==> src/rtl/port_pin_levels_defs.svh <==
// register offsets, field positions and reset values for the port A block
`ifndef PORT_PIN_LEVELS_DEFS_SVH
`define PORT_PIN_LEVELS_DEFS_SVH

// register byte addresses
`define OFS_PIN_LEVELS      12'h000
`define OFS_OUTPUT_LATCH    12'h004
`define OFS_DIRECTION       12'h008
`define OFS_CONV_CTRL       12'h00C
`define OFS_PIN_CONFIG      12'h010
// converter_control_one field
`define CONV_CFG_LSB        0
`define CONV_CFG_W          4
`define CONV_CTRL_RST       8'h00
// pin_config fields: comparator enables, reference out, clock mode
`define CFG_CMP1_EN_BIT     0
`define CFG_CMP2_EN_BIT     1
`define CFG_VREF_OE_BIT     2
`define CFG_MODE_LSB        4
`define CFG_MODE_W          3
// reset values
`define DIR_RST             8'hFF
`define LATCH_RST           8'h00
`define PORT_BITS           7
`define BIT_SIX             6
// converter config threshold: cfg >= value makes a pin digital
`define CFG_DIG_AN0         4'hE
`define CFG_DIG_AN1         4'hD
`define CFG_DIG_AN2         4'hC
`define CFG_DIG_AN3         4'hB
`define CFG_DIG_AN4         4'hA
// cycle clock divide by four
`define CYC_DIV             2'h3

`endif

==> src/rtl/port_pin_levels_pkg.sv <==
// types shared by the port A block
package port_pin_levels_pkg;
   // oscillator / clock mode of the pin six function
   typedef enum logic [2:0]
   {
      mode_ext_clock_io       = 3'b000,
      mode_ext_clock_pll_io   = 3'b001,
      mode_int_osc_io         = 3'b010,
      mode_ext_clock          = 3'b011,
      mode_ext_clock_pll      = 3'b100,
      mode_int_osc_clockout   = 3'b101,
      mode_crystal            = 3'b110,
      mode_crystal_pll        = 3'b111
   } osc_mode_t;
endpackage : port_pin_levels_pkg

==> src/rtl/pin_sync.sv <==
// two-flop synchroniser for a bus of pin levels
`timescale 1ns/1ps
`default_nettype none
module pin_sync #(
   parameter int W = 7
) (
   // clock and reset
   input  wire logic         pclk,
   input  wire logic         presetn,
   // async in, synced out
   input  wire logic [W-1:0] async_in,
   output logic      [W-1:0] sync_out
);
   logic [W-1:0] meta_r; // first stage, read only by second stage

   // two stages; nothing else reads meta_r
   always_ff @(posedge pclk or negedge presetn)
   begin
      if (!presetn)
      begin
         meta_r   <= '0;
         sync_out <= '0;
      end
      else
      begin
         meta_r   <= async_in;
         sync_out <= meta_r;
      end
   end
endmodule : pin_sync
`default_nettype wire

==> src/rtl/cycle_clock_div.sv <==
// divide-by-four cycle clock generator, also a one-cycle enable
`timescale 1ns/1ps
`default_nettype none
`include "port_pin_levels_defs.svh"
module cycle_clock_div (
   // clock and reset
   input  wire logic pclk,
   input  wire logic presetn,
   // outputs
   output logic      cycle_clk,
   output logic      cycle_en
);
   logic [1:0] cnt_r; // phase counter

   // free running phase count
   always_ff @(posedge pclk or negedge presetn)
   begin
      if (!presetn)
         cnt_r <= 2'h0;
      else
         cnt_r <= cnt_r + 2'h1;
   end

   // square wave at a quarter of pclk, registered to stay glitch free
   always_ff @(posedge pclk or negedge presetn)
   begin
      if (!presetn)
      begin
         cycle_clk <= 1'b0;
         cycle_en  <= 1'b0;
      end
      else
      begin
         cycle_clk <= (cnt_r < 2'h2);
         cycle_en  <= (cnt_r == `CYC_DIV);
      end
   end
endmodule : cycle_clock_div
`default_nettype wire

==> src/rtl/port_a_gpio.sv <==
// port A general purpose I/O with pin sharing, APB register slave
// Functional notes
// - direction one: driver off, pin is input
// - direction zero: pin driven from latch
// - port read gives pins, write sets latch
// - latch separately mapped, reads latch value
// - pin six I/O only in I/O modes
// - reset: analog pins read zero, pin four digital
// - converter config field selects analog pins
// - analog kills digital input, not output
// - comparator outputs override latch on four, five
// - reference output disables pin two I/O
// - clock modes put cycle clock on six
// - bit seven: zero in port/latch, one direction
// - pin four always feeds usb receive
// - pin four feeds timer zero clock
// - enabled reference takes pin two from I/O; comparators replace latch only when direction zero
`timescale 1ns/1ps
`default_nettype none
`include "port_pin_levels_defs.svh"
module port_a_gpio #(
   parameter int N = `PORT_BITS
) (
   // clock and reset
   input  wire logic        pclk,
   input  wire logic        presetn,
   // apb slave
   input  wire logic        psel,
   input  wire logic        penable,
   input  wire logic        pwrite,
   input  wire logic [11:0] paddr,
   input  wire logic [31:0] pwdata,
   input  wire logic [3:0]  pstrb,
   output logic      [31:0] prdata,
   output logic             pready,
   output logic             pslverr,
   // pins: input, output, output enable (low = drive)
   input  wire logic [N-1:0] pin_in,
   output logic      [N-1:0] pin_out,
   output logic      [N-1:0] pin_oe_n,
   // peripheral sharing
   input  wire logic        comparator_one_out,
   input  wire logic        comparator_two_out,
   output logic             usb_xcvr_receive_in,
   output logic             timer_zero_clock_in,
   output logic [5:0]       analog_sel
);
   // register state
   logic [N-1:0] latch_r;      // output latch
   logic [N-1:0] dir_r;        // direction, one = input
   logic [7:0]   conv_ctrl_r;  // converter_control_one
   logic [7:0]   cfg_r;        // comparator / reference / mode config
   logic [N-1:0] pin_sync_w;   // synchronised pin levels
   logic         cyc_clk;      // quarter-rate clock
   logic         cyc_en;       // unused enable output of divider

   // decoded controls
   logic [3:0]   conv_cfg;
   port_pin_levels_pkg::osc_mode_t mode;
   logic         six_io;       // pin six usable as I/O
   logic         six_cycle_clock_out;     // pin six carries cycle clock
   logic         vref_oe;
   logic         cmp1_en;
   logic         cmp2_en;
   logic [N-1:0] analog_w;     // per-pin analog selection
   logic [N-1:0] dig_in_w;     // digital input levels after gating

   // apb strobes
   logic         wr_en;
   logic         rd_en;
   logic         addr_ok;

   assign conv_cfg = conv_ctrl_r[`CONV_CFG_LSB +: `CONV_CFG_W];
   assign mode     = port_pin_levels_pkg::osc_mode_t'(cfg_r[`CFG_MODE_LSB +: `CFG_MODE_W]);
   assign vref_oe  = cfg_r[`CFG_VREF_OE_BIT];
   assign cmp1_en  = cfg_r[`CFG_CMP1_EN_BIT];
   assign cmp2_en  = cfg_r[`CFG_CMP2_EN_BIT];

   // pin six ownership from oscillator mode
   always_comb
   begin
      six_io   = 1'b0;
      six_cycle_clock_out = 1'b0;
      case (mode)
         port_pin_levels_pkg::mode_ext_clock_io,
         port_pin_levels_pkg::mode_ext_clock_pll_io,
         port_pin_levels_pkg::mode_int_osc_io:
            six_io = 1'b1;
         port_pin_levels_pkg::mode_ext_clock,
         port_pin_levels_pkg::mode_ext_clock_pll,
         port_pin_levels_pkg::mode_int_osc_clockout:
            six_cycle_clock_out = 1'b1;
         default:
            six_io = 1'b0; // crystal feedback owns the pin
      endcase
   end

   // converter config thresholds; reset value 0 makes pins 0-3 and 5 analog
   always_comb
   begin
      analog_w    = '0;
      analog_w[0] = (conv_cfg < `CFG_DIG_AN0);
      analog_w[1] = (conv_cfg < `CFG_DIG_AN1);
      analog_w[2] = (conv_cfg < `CFG_DIG_AN2);
      analog_w[3] = (conv_cfg < `CFG_DIG_AN3);
      analog_w[5] = (conv_cfg < `CFG_DIG_AN4);
   end
   assign analog_sel = {analog_w[5], 1'b0, analog_w[3:0]};

   // pin level synchroniser ahead of read path
   pin_sync #(
      .W (N)
   ) u_sync (
      .pclk     (pclk),
      .presetn  (presetn),
      .async_in (pin_in),
      .sync_out (pin_sync_w)
   );

   // cycle clock source for pin six
   cycle_clock_div u_div (
      .pclk      (pclk),
      .presetn   (presetn),
      .cycle_clk (cyc_clk),
      .cycle_en  (cyc_en)
   );

   // digital input gating: analog, reference and pin six ownership
   always_comb
   begin
      dig_in_w = pin_sync_w & ~analog_w;
      if (vref_oe)
         dig_in_w[2] = 1'b0;
      if (!six_io)
         dig_in_w[`BIT_SIX] = 1'b0;
   end

   // peripheral inputs from pin four; direction does not matter
   assign usb_xcvr_receive_in = pin_sync_w[4];
   assign timer_zero_clock_in = pin_sync_w[4];

   // pin drivers: latch by default, peripherals override
   always_comb
   begin
      pin_out  = latch_r;
      pin_oe_n = dir_r;
      if (cmp1_en && !dir_r[4])
         pin_out[4] = comparator_one_out;
      if (cmp2_en && !dir_r[5])
         pin_out[5] = comparator_two_out;
      if (vref_oe)
      begin
         pin_out[2]  = 1'b0;
         pin_oe_n[2] = 1'b1;
      end
      if (six_cycle_clock_out)
      begin
         pin_out[`BIT_SIX]  = cyc_clk;
         pin_oe_n[`BIT_SIX] = 1'b0;
      end
      else if (!six_io)
      begin
         pin_out[`BIT_SIX]  = 1'b0; // oscillator owns the pin
         pin_oe_n[`BIT_SIX] = 1'b1;
      end
   end

   // apb decode; zero wait states
   assign addr_ok = (paddr == `OFS_PIN_LEVELS) || (paddr == `OFS_OUTPUT_LATCH) ||
                    (paddr == `OFS_DIRECTION) || (paddr == `OFS_CONV_CTRL) ||
                    (paddr == `OFS_PIN_CONFIG);
   assign wr_en   = psel && penable && pwrite && addr_ok && pstrb[0];
   assign rd_en   = psel && !pwrite;
   assign pready  = 1'b1;
   assign pslverr = psel && penable && !addr_ok;

   // output latch: port and latch offsets both write it
   always_ff @(posedge pclk or negedge presetn)
   begin
      if (!presetn)
         latch_r <= N'(`LATCH_RST);
      else if (wr_en && ((paddr == `OFS_PIN_LEVELS) || (paddr == `OFS_OUTPUT_LATCH)))
         latch_r <= pwdata[N-1:0];
   end

   // direction register; analog pins rely on software keeping it set
   always_ff @(posedge pclk or negedge presetn)
   begin
      if (!presetn)
         dir_r <= N'(`DIR_RST);
      else if (wr_en && (paddr == `OFS_DIRECTION))
         dir_r <= pwdata[N-1:0];
   end

   // converter and config registers
   always_ff @(posedge pclk or negedge presetn)
   begin
      if (!presetn)
      begin
         conv_ctrl_r <= `CONV_CTRL_RST;
         cfg_r       <= 8'h00;
      end
      else if (wr_en && (paddr == `OFS_CONV_CTRL))
         conv_ctrl_r <= pwdata[7:0];
      else if (wr_en && (paddr == `OFS_PIN_CONFIG))
         cfg_r <= pwdata[7:0];
   end

   // read data, registered at the setup cycle so it is valid in access
   always_ff @(posedge pclk or negedge presetn)
   begin
      if (!presetn)
         prdata <= 32'h0000_0000;
      else if (rd_en && !penable)
      begin
         prdata <= 32'h0000_0000;
         if (paddr == `OFS_PIN_LEVELS)
            prdata[N-1:0] <= dig_in_w;
         else if (paddr == `OFS_OUTPUT_LATCH)
         begin
            prdata[N-1:0]      <= latch_r;
            prdata[`BIT_SIX]   <= six_io & latch_r[`BIT_SIX];
         end
         else if (paddr == `OFS_DIRECTION)
         begin
            prdata[N-1:0]    <= dir_r;
            prdata[`BIT_SIX] <= six_io & dir_r[`BIT_SIX];
            prdata[7]        <= 1'b1;
         end
         else if (paddr == `OFS_CONV_CTRL)
            prdata[7:0] <= conv_ctrl_r;
         else if (paddr == `OFS_PIN_CONFIG)
            prdata[7:0] <= cfg_r;
      end
   end
endmodule : port_a_gpio
`default_nettype wire

==> config.mk <==
export PLATFORM = sky130hd
export DESIGN_NAME = port_a_gpio
export DESIGN_NICKNAME = d
export VERILOG_FILES = /design/src/rtl/port_pin_levels_pkg.sv /design/src/rtl/pin_sync.sv /design/src/rtl/cycle_clock_div.sv /design/src/rtl/port_a_gpio.sv
export VERILOG_INCLUDE_DIRS = /design/src /design/src/rtl
export SDC_FILE = /design/constraint.sdc
export NUM_CORES = 1
export LEC_CHECK = 0
export BUFFER_PORTS_ARGS = -buffer_cell sky130_fd_sc_hd__clkbuf_2
export CAP_MARGIN = 20
export CORE_ASPECT_RATIO = 0.7
export CORE_MARGIN = 5
export CORE_UTILIZATION = 43
export CTS_CLUSTER_SIZE = 16
export DETAILED_ROUTE_END_ITERATION = 8
export PLACE_DENSITY_LB_ADDON = 0.15
export REMOVE_ABC_BUFFERS = 1
export SYNTH_ARGS = -nofsm -noshare
export SYNTH_HDL_FRONTEND = slang
export SYNTH_SLANG_ARGS = --single-unit
==> constraint.sdc <==
create_clock -name pclk -period 1.4 [get_ports pclk]
set_clock_uncertainty 0.2 [all_clocks]
set_input_delay 0.28 -clock pclk [delete_from_list [all_inputs] [get_ports pclk]]
set_output_delay 0.28 -clock pclk [all_outputs]
set_load 0.05 [all_outputs]
---- Word level (Yosys, flattened, before mapping) ----
Index checks and enable logic that the tools add are counted.
word-level totals
  register bits after elaboration ......... 55
  memory bits (writable) .................. 0
  bits of input ports ..................... 62
  bits in latches ......................... 0
  memories ................................ 0
  memory bits (read-only) ................. 0
operators by class
  $add $sub $neg .......................... 1
  reductions and logical operators ........ 27
  equal/unequal tests ..................... 9
  shift operators ......................... 0
  multiplexer cells ....................... 19
  bitwise logic cells ..................... 5
  divide/modulo/power cells ............... 0
  $lt $le $gt $ge ......................... 6
  multipliers ............................. 0
operator list
  cell                                                   number
  equality test 12 x 4 -> 1 bit (second input constant)  2
  2-to-1 mux 8 bit                                       3
  < comparator 4 bit (second input constant)             5
  2-to-1 mux 1 bit                                       14
  2-to-1 mux 7 bit                                       2
  logical AND 1 bit                                      13
  equality test 12 x 3 -> 1 bit (second input constant)  1
  equality test 12 x 5 -> 1 bit (second input constant)  1
  zero test 12 bit                                       1
  AND 7 bit                                              1
  inverter 6 -> 7 bit                                    1
  equality test 3 x 2 -> 1 bit (second input constant)   2
  equality test 3 bit (second input constant)            2
  OR reduction 3 bit                                     2
  zero test 1 bit                                        5
  logical OR 1 bit                                       4
  equality test 3 x 1 -> 1 bit (second input constant)   1
  zero test 3 bit                                        1
  adder 2 x 1 -> 2 bit (second input constant)           1
  AND 1 bit                                              2
  < comparator 2 bit (second input constant)             1
  AND reduction 2 bit                                    1
  inverter 1 bit                                         1

---- Longest topological paths before layout ----
  depth in word-level cells ............... 10
  mapped depth ............................ 6

---- Cells and area by module ----
From an unflattened synthesis, not the netlist that was laid out.
unflattened totals
  cell total of the unflattened synthesis .. 242
  area total of the unflattened synthesis .. 2797.7 um^2
modules (own cells, without submodules)
  module           area each (um^2)  instances  cells each
  port_a_gpio      2327.2            1          221
  pin_sync         350.3             1          14
  cycle_clock_div  120.1             1          7

---- Worst setup path before layout ----
OpenSTA, ideal clock, no wires.
  path type ............................... register to register
  start point ............................. register conv_ctrl_r[2]
  end point ............................... register prdata[5]
  setup time .............................. 0.128 ns
  path buffers ............................ 1
  data arrival time ....................... 1.984 ns
  cell stages (with the launch flop) ...... 5
  clock period less this slack ............ 2.311 ns
  slack ................................... -0.911 ns
  data required time ...................... 1.072 ns
  cell sequence ........................... dfrtp_1 > clkbuf_1 > o21ai_0 > a2bb2oi_1 > o21ai_0
between the ends
  cells in the longest elaborated chain, start to end .. 4
RTL lines
  element                         line                RTL
  start: declaration              port_a_gpio.sv:51   logic [7:0] conv_ctrl_r;
  start signal: assignment        port_a_gpio.sv:200  conv_ctrl_r <= `CONV_CTRL_RST;
  start signal: assignment        port_a_gpio.sv:204  conv_ctrl_r <= pwdata[7:0];
  < comparator 4 bit (no line)    n/a
  via analog_sel[5]               port_a_gpio.sv:46   output logic [5:0] analog_sel
  inverter 6 -> 7 bit             port_a_gpio.sv:131  dig_in_w = pin_sync_w & ~analog_w;
  AND 7 bit                       port_a_gpio.sv:131
  2-to-1 mux 7 bit                port_a_gpio.sv:217  if (paddr == `OFS_PIN_LEVELS)
  end signal: indexed assignment  port_a_gpio.sv:218  prdata[N-1:0] <= dig_in_w;
  end signal: indexed assignment  port_a_gpio.sv:221  prdata[N-1:0] <= latch_r;
  end signal: indexed assignment  port_a_gpio.sv:222  prdata[`BIT_SIX] <= six_io & latch_r[`BIT_SIX];
  end: declaration                port_a_gpio.sv:34   output logic [31:0] prdata,
The timed path passes the listed nets, and every way through them passes these cells.
A chain may end at the register's enable or synchronous reset.

---- Worst setup path after layout ----
  start point ............................. register conv_ctrl_r[1]
  end point ............................... output analog_sel[1]
between the ends
  cells in the longest elaborated chain, start to end .. 1
RTL lines
  element                       line
  < comparator 4 bit (no line)  n/a
  end: declaration              port_a_gpio.sv:46
Every way passes these cells.

==> results.json <==
{
  "rr_worst_depth": 5,
  "grt_usage_pct": 18.39,
  "rsz0062_at_grt": "true",
  "final_antenna_net_count": 0,
  "synth_common_cells": "48 x dfrtp_1, 36 x buf_4, 34 x mux2_2",
  "status": "complete, but fails checks",
  "cts-root-buf": "clkbuf_8",
  "placed_cell_area_sq_um": 3422,
  "synthCells": 239,
  "cts_buffers": 5,
  "area_growth_pct": 60.90,
  "grt_pass1_vias": 2290,
  "clkSinkCount": 55,
  "clk_latency_ns": 0.31,
  "synth_area_sq_um": 2710,
  "synth_xor_area_share_pct": 0.3232,
  "num-fill-cells": 427,
  "crit_fanout": 4,
  "row_count": 24,
  "worstHoldPathCells": 2,
  "yosysMostFrequentCell": "dfrtp_1",
  "async_flop_share_pct": 100.0,
  "ir_worst_vdd_uv": 466.7,
  "layout-drive-gt1-share_pct": 61.31,
  "crit_path_start_kind": "flip-flop",
  "h-tree-depth": 2,
  "hold_viol": 0,
  "timing.final.crit_period_ns": 1.858,
  "postLayoutCellArea_sq_um": 4360,
  "synth_area_leaders": "dfrtp_1 44%, mux2_2 14%, buf_4 10%, dfstp_2 6.8%, nand2_1 2.8%",
  "nNetsFinal": 428,
  "fmax_mhz": 538.3,
  "maxCapViolations": 0,
  "synth_edf_count": 0,
  "die_h_um": 76.42,
  "grt_overflow": 0,
  "criticalPathCategory": "flip-flop to output pin",
  "synth_compound_area_share_pct": 10.94,
  "ys_seq_area_share_pct": 51.11,
  "finalSetupViolCount": 55,
  "ys.flop_type": "dfrtp_1",
  "powerDensity_nw_per_um2": 726.3,
  "core_area_sq_um": 6186,
  "wl_mm": 7.666,
  "antenna_found_initial": 0,
  "synth.avg_cell_area_sq_um": 11.34,
  "violations": "setup timing",
  "synth_top_family_by_area": "multiplexers",
  "end_kind": "output pin",
  "grt_pass1_wl_mm": 11.92,
  "clock_path_buffers": 2,
  "drc": 0,
  "die_width_um": 104.9,
  "finalPower_w": 0.003167,
  "synth.area.mux_share_pct": 14.87,
  "wl_per_cell_um": 17.23,
  "vias": 2186,
  "port_buffers": 64,
  "num_antenna_cells": 0,
  "gp_congestion": 0.7732,
  "grt_max_degree": 56,
  "tns_ns": -12.11,
  "hold_class": "primary input to flip-flop",
  "dp_hpwl_mm": 5.071,
  "layout_setup_ws_ns": -0.4578,
  "final_cells": 445,
  "num_io_pins": 118,
  "synth_area_leader_cell": "dfrtp_1",
  "placed_cells_incl_taps": 413,
  "dieArea_sq_um": 8015,
  "synth_adder_area_share_pct": 0,
  "p_leak_nw": 2.104,
  "synthDistinctLibCells": 45,
  "arrival_ns": 1.38,
  "required_ns": 0.92,
  "first_pass_iters": 4,
  "clk_pin_slew_ns": 0.11,
  "ys_ff_latch": 55,
  "drt-vias-per-instance": 4.912,
  "period_share_pct": 132.7,
  "yosysWarnings": 0,
  "cts_tree": "built",
  "drv_slew": 0,
  "initial_core_util_pct": 43.81,
  "first_iter_violations": 88,
  "synth-simple-area-share_pct": 10.53,
  "yosysTopAreaCellShare_pct": 44.32
}
-- stage by stage --
step | setup slack (ns) | util, % | hold slack [ns]
CTS | -0.4421 | 67.58 | 0.03276
global placement | -0.6842 | 55.32 | 0.1053
global route | -0.5016 | 70.49 | 0.03522
detailed placement | -0.7568 | 55.32 | 0.1014
finish | -0.4578 | 70.49 | 0.03771
floorplan | -0.8374 | - | -0.2156
-- state kept, by name, summed over array words and instances (netlist names) --
| signal | cells |
|---|---|
| cfg_r | 8 |
| conv_ctrl_r | 8 |
| dir_r | 7 |
| latch_r | 7 |
| prdata | 8 |
| u_div.cnt_r | 2 |
| u_div.cycle_clk | 1 |
| u_sync.meta_r | 7 |
| u_sync.sync_out | 7 |
-- area by class of cell --
cell class              instances  area (sq um)  area share, %
flip-flops and latches         55          1390          31.88
clock inverters                 3         46.29          1.062
inverters                       6         22.52         0.5165
repair buffers                140          1379          31.62
clock buffers                   5         68.82          1.578
well taps                      78         97.59          2.238
multi-input cells             158          1356          31.10
-- layout by cell type, fill, tap and decap left out, drive strengths merged, types with 2 or more instances in the layout --
cell type	Yosys	routed
nor4	2	2
mux2i	2	2
dlygate4sd3	0	8
nor3	3	3
inv	6	7
mux2	34	34
o22ai	4	4
dfrtp	48	48
clkbuf	7	47
a21oi	7	7
a22o	2	2
buf	37	90
o21ai	11	11
conb	2	26
nor2	4	4
nand2	21	21
a41oi	2	2
nor2b	6	6
dfstp	7	7
a22oi	5	5
nand3	2	2
a222oi	2	2
and3	2	2
nand2b	4	4
a2bb2oi	2	2
-- cell families (layout without fill, tap and decap cells) --
| kind of cell | after synthesis | count (layout) |
|---|---|---|
| xor+xnor | 1 | 1 |
| mux | 36 | 36 |
| other cells | 2 | 26 |
| buf+inv | 50 | 154 |
| flops | 55 | 55 |
| simple gates | 51 | 51 |
| compound gates | 44 | 44 |
-- worst max-delay path, cell delays in order, from the launching register on --
cell	delay, ns
dfrtp_1	0.45
o211ai_1	0.30
buf_4	0.18
buf_12	0.12
-- layer usage --
layer	routed length, um	vias to the layer above	GRT usage, %
met5	0	-	0
met4	46	0	3.448
met3	481	5	3.980
met2	3648	83	29.27
met1	3489	1061	25.99
li1	-	1037	-
-- where the power goes --
group	switching [W]	internal [W]
combinational	0.000323	0.000141
clock	0.000546	0.000540
sequential	0.00000811	0.00161
total	0.000877	0.00229
-- path summary, 6_finish.rpt --
kind	start	end	slack, ns
max	conv_ctrl_r[1]	analog_sel[1]	-0.46
min	pwdata[7]	conv_ctrl_r[7]	0.04
max reg2reg	conv_ctrl_r[2]	prdata[2]	-0.23
min reg2reg	u_sync.meta_r[4]	u_sync.sync_out[4]	0.16
max in group asynchronous	presetn	dir_r[3]	0.40
min in group asynchronous	presetn	u_sync.meta_r[3]	0.30
-- what timing repair did --
item                                    in CTS  in global routing
buffers inserted                            12                 10
hold buffers                                 8                  0
endpoints found under the setup margin      67                 67
resized for setup                          112                 47
hold endpoints to repair                    55                  0
cloned                                       0                  0
pin swaps                                   23                 12
No activity file was read; power rests on OpenSTA's default activity.
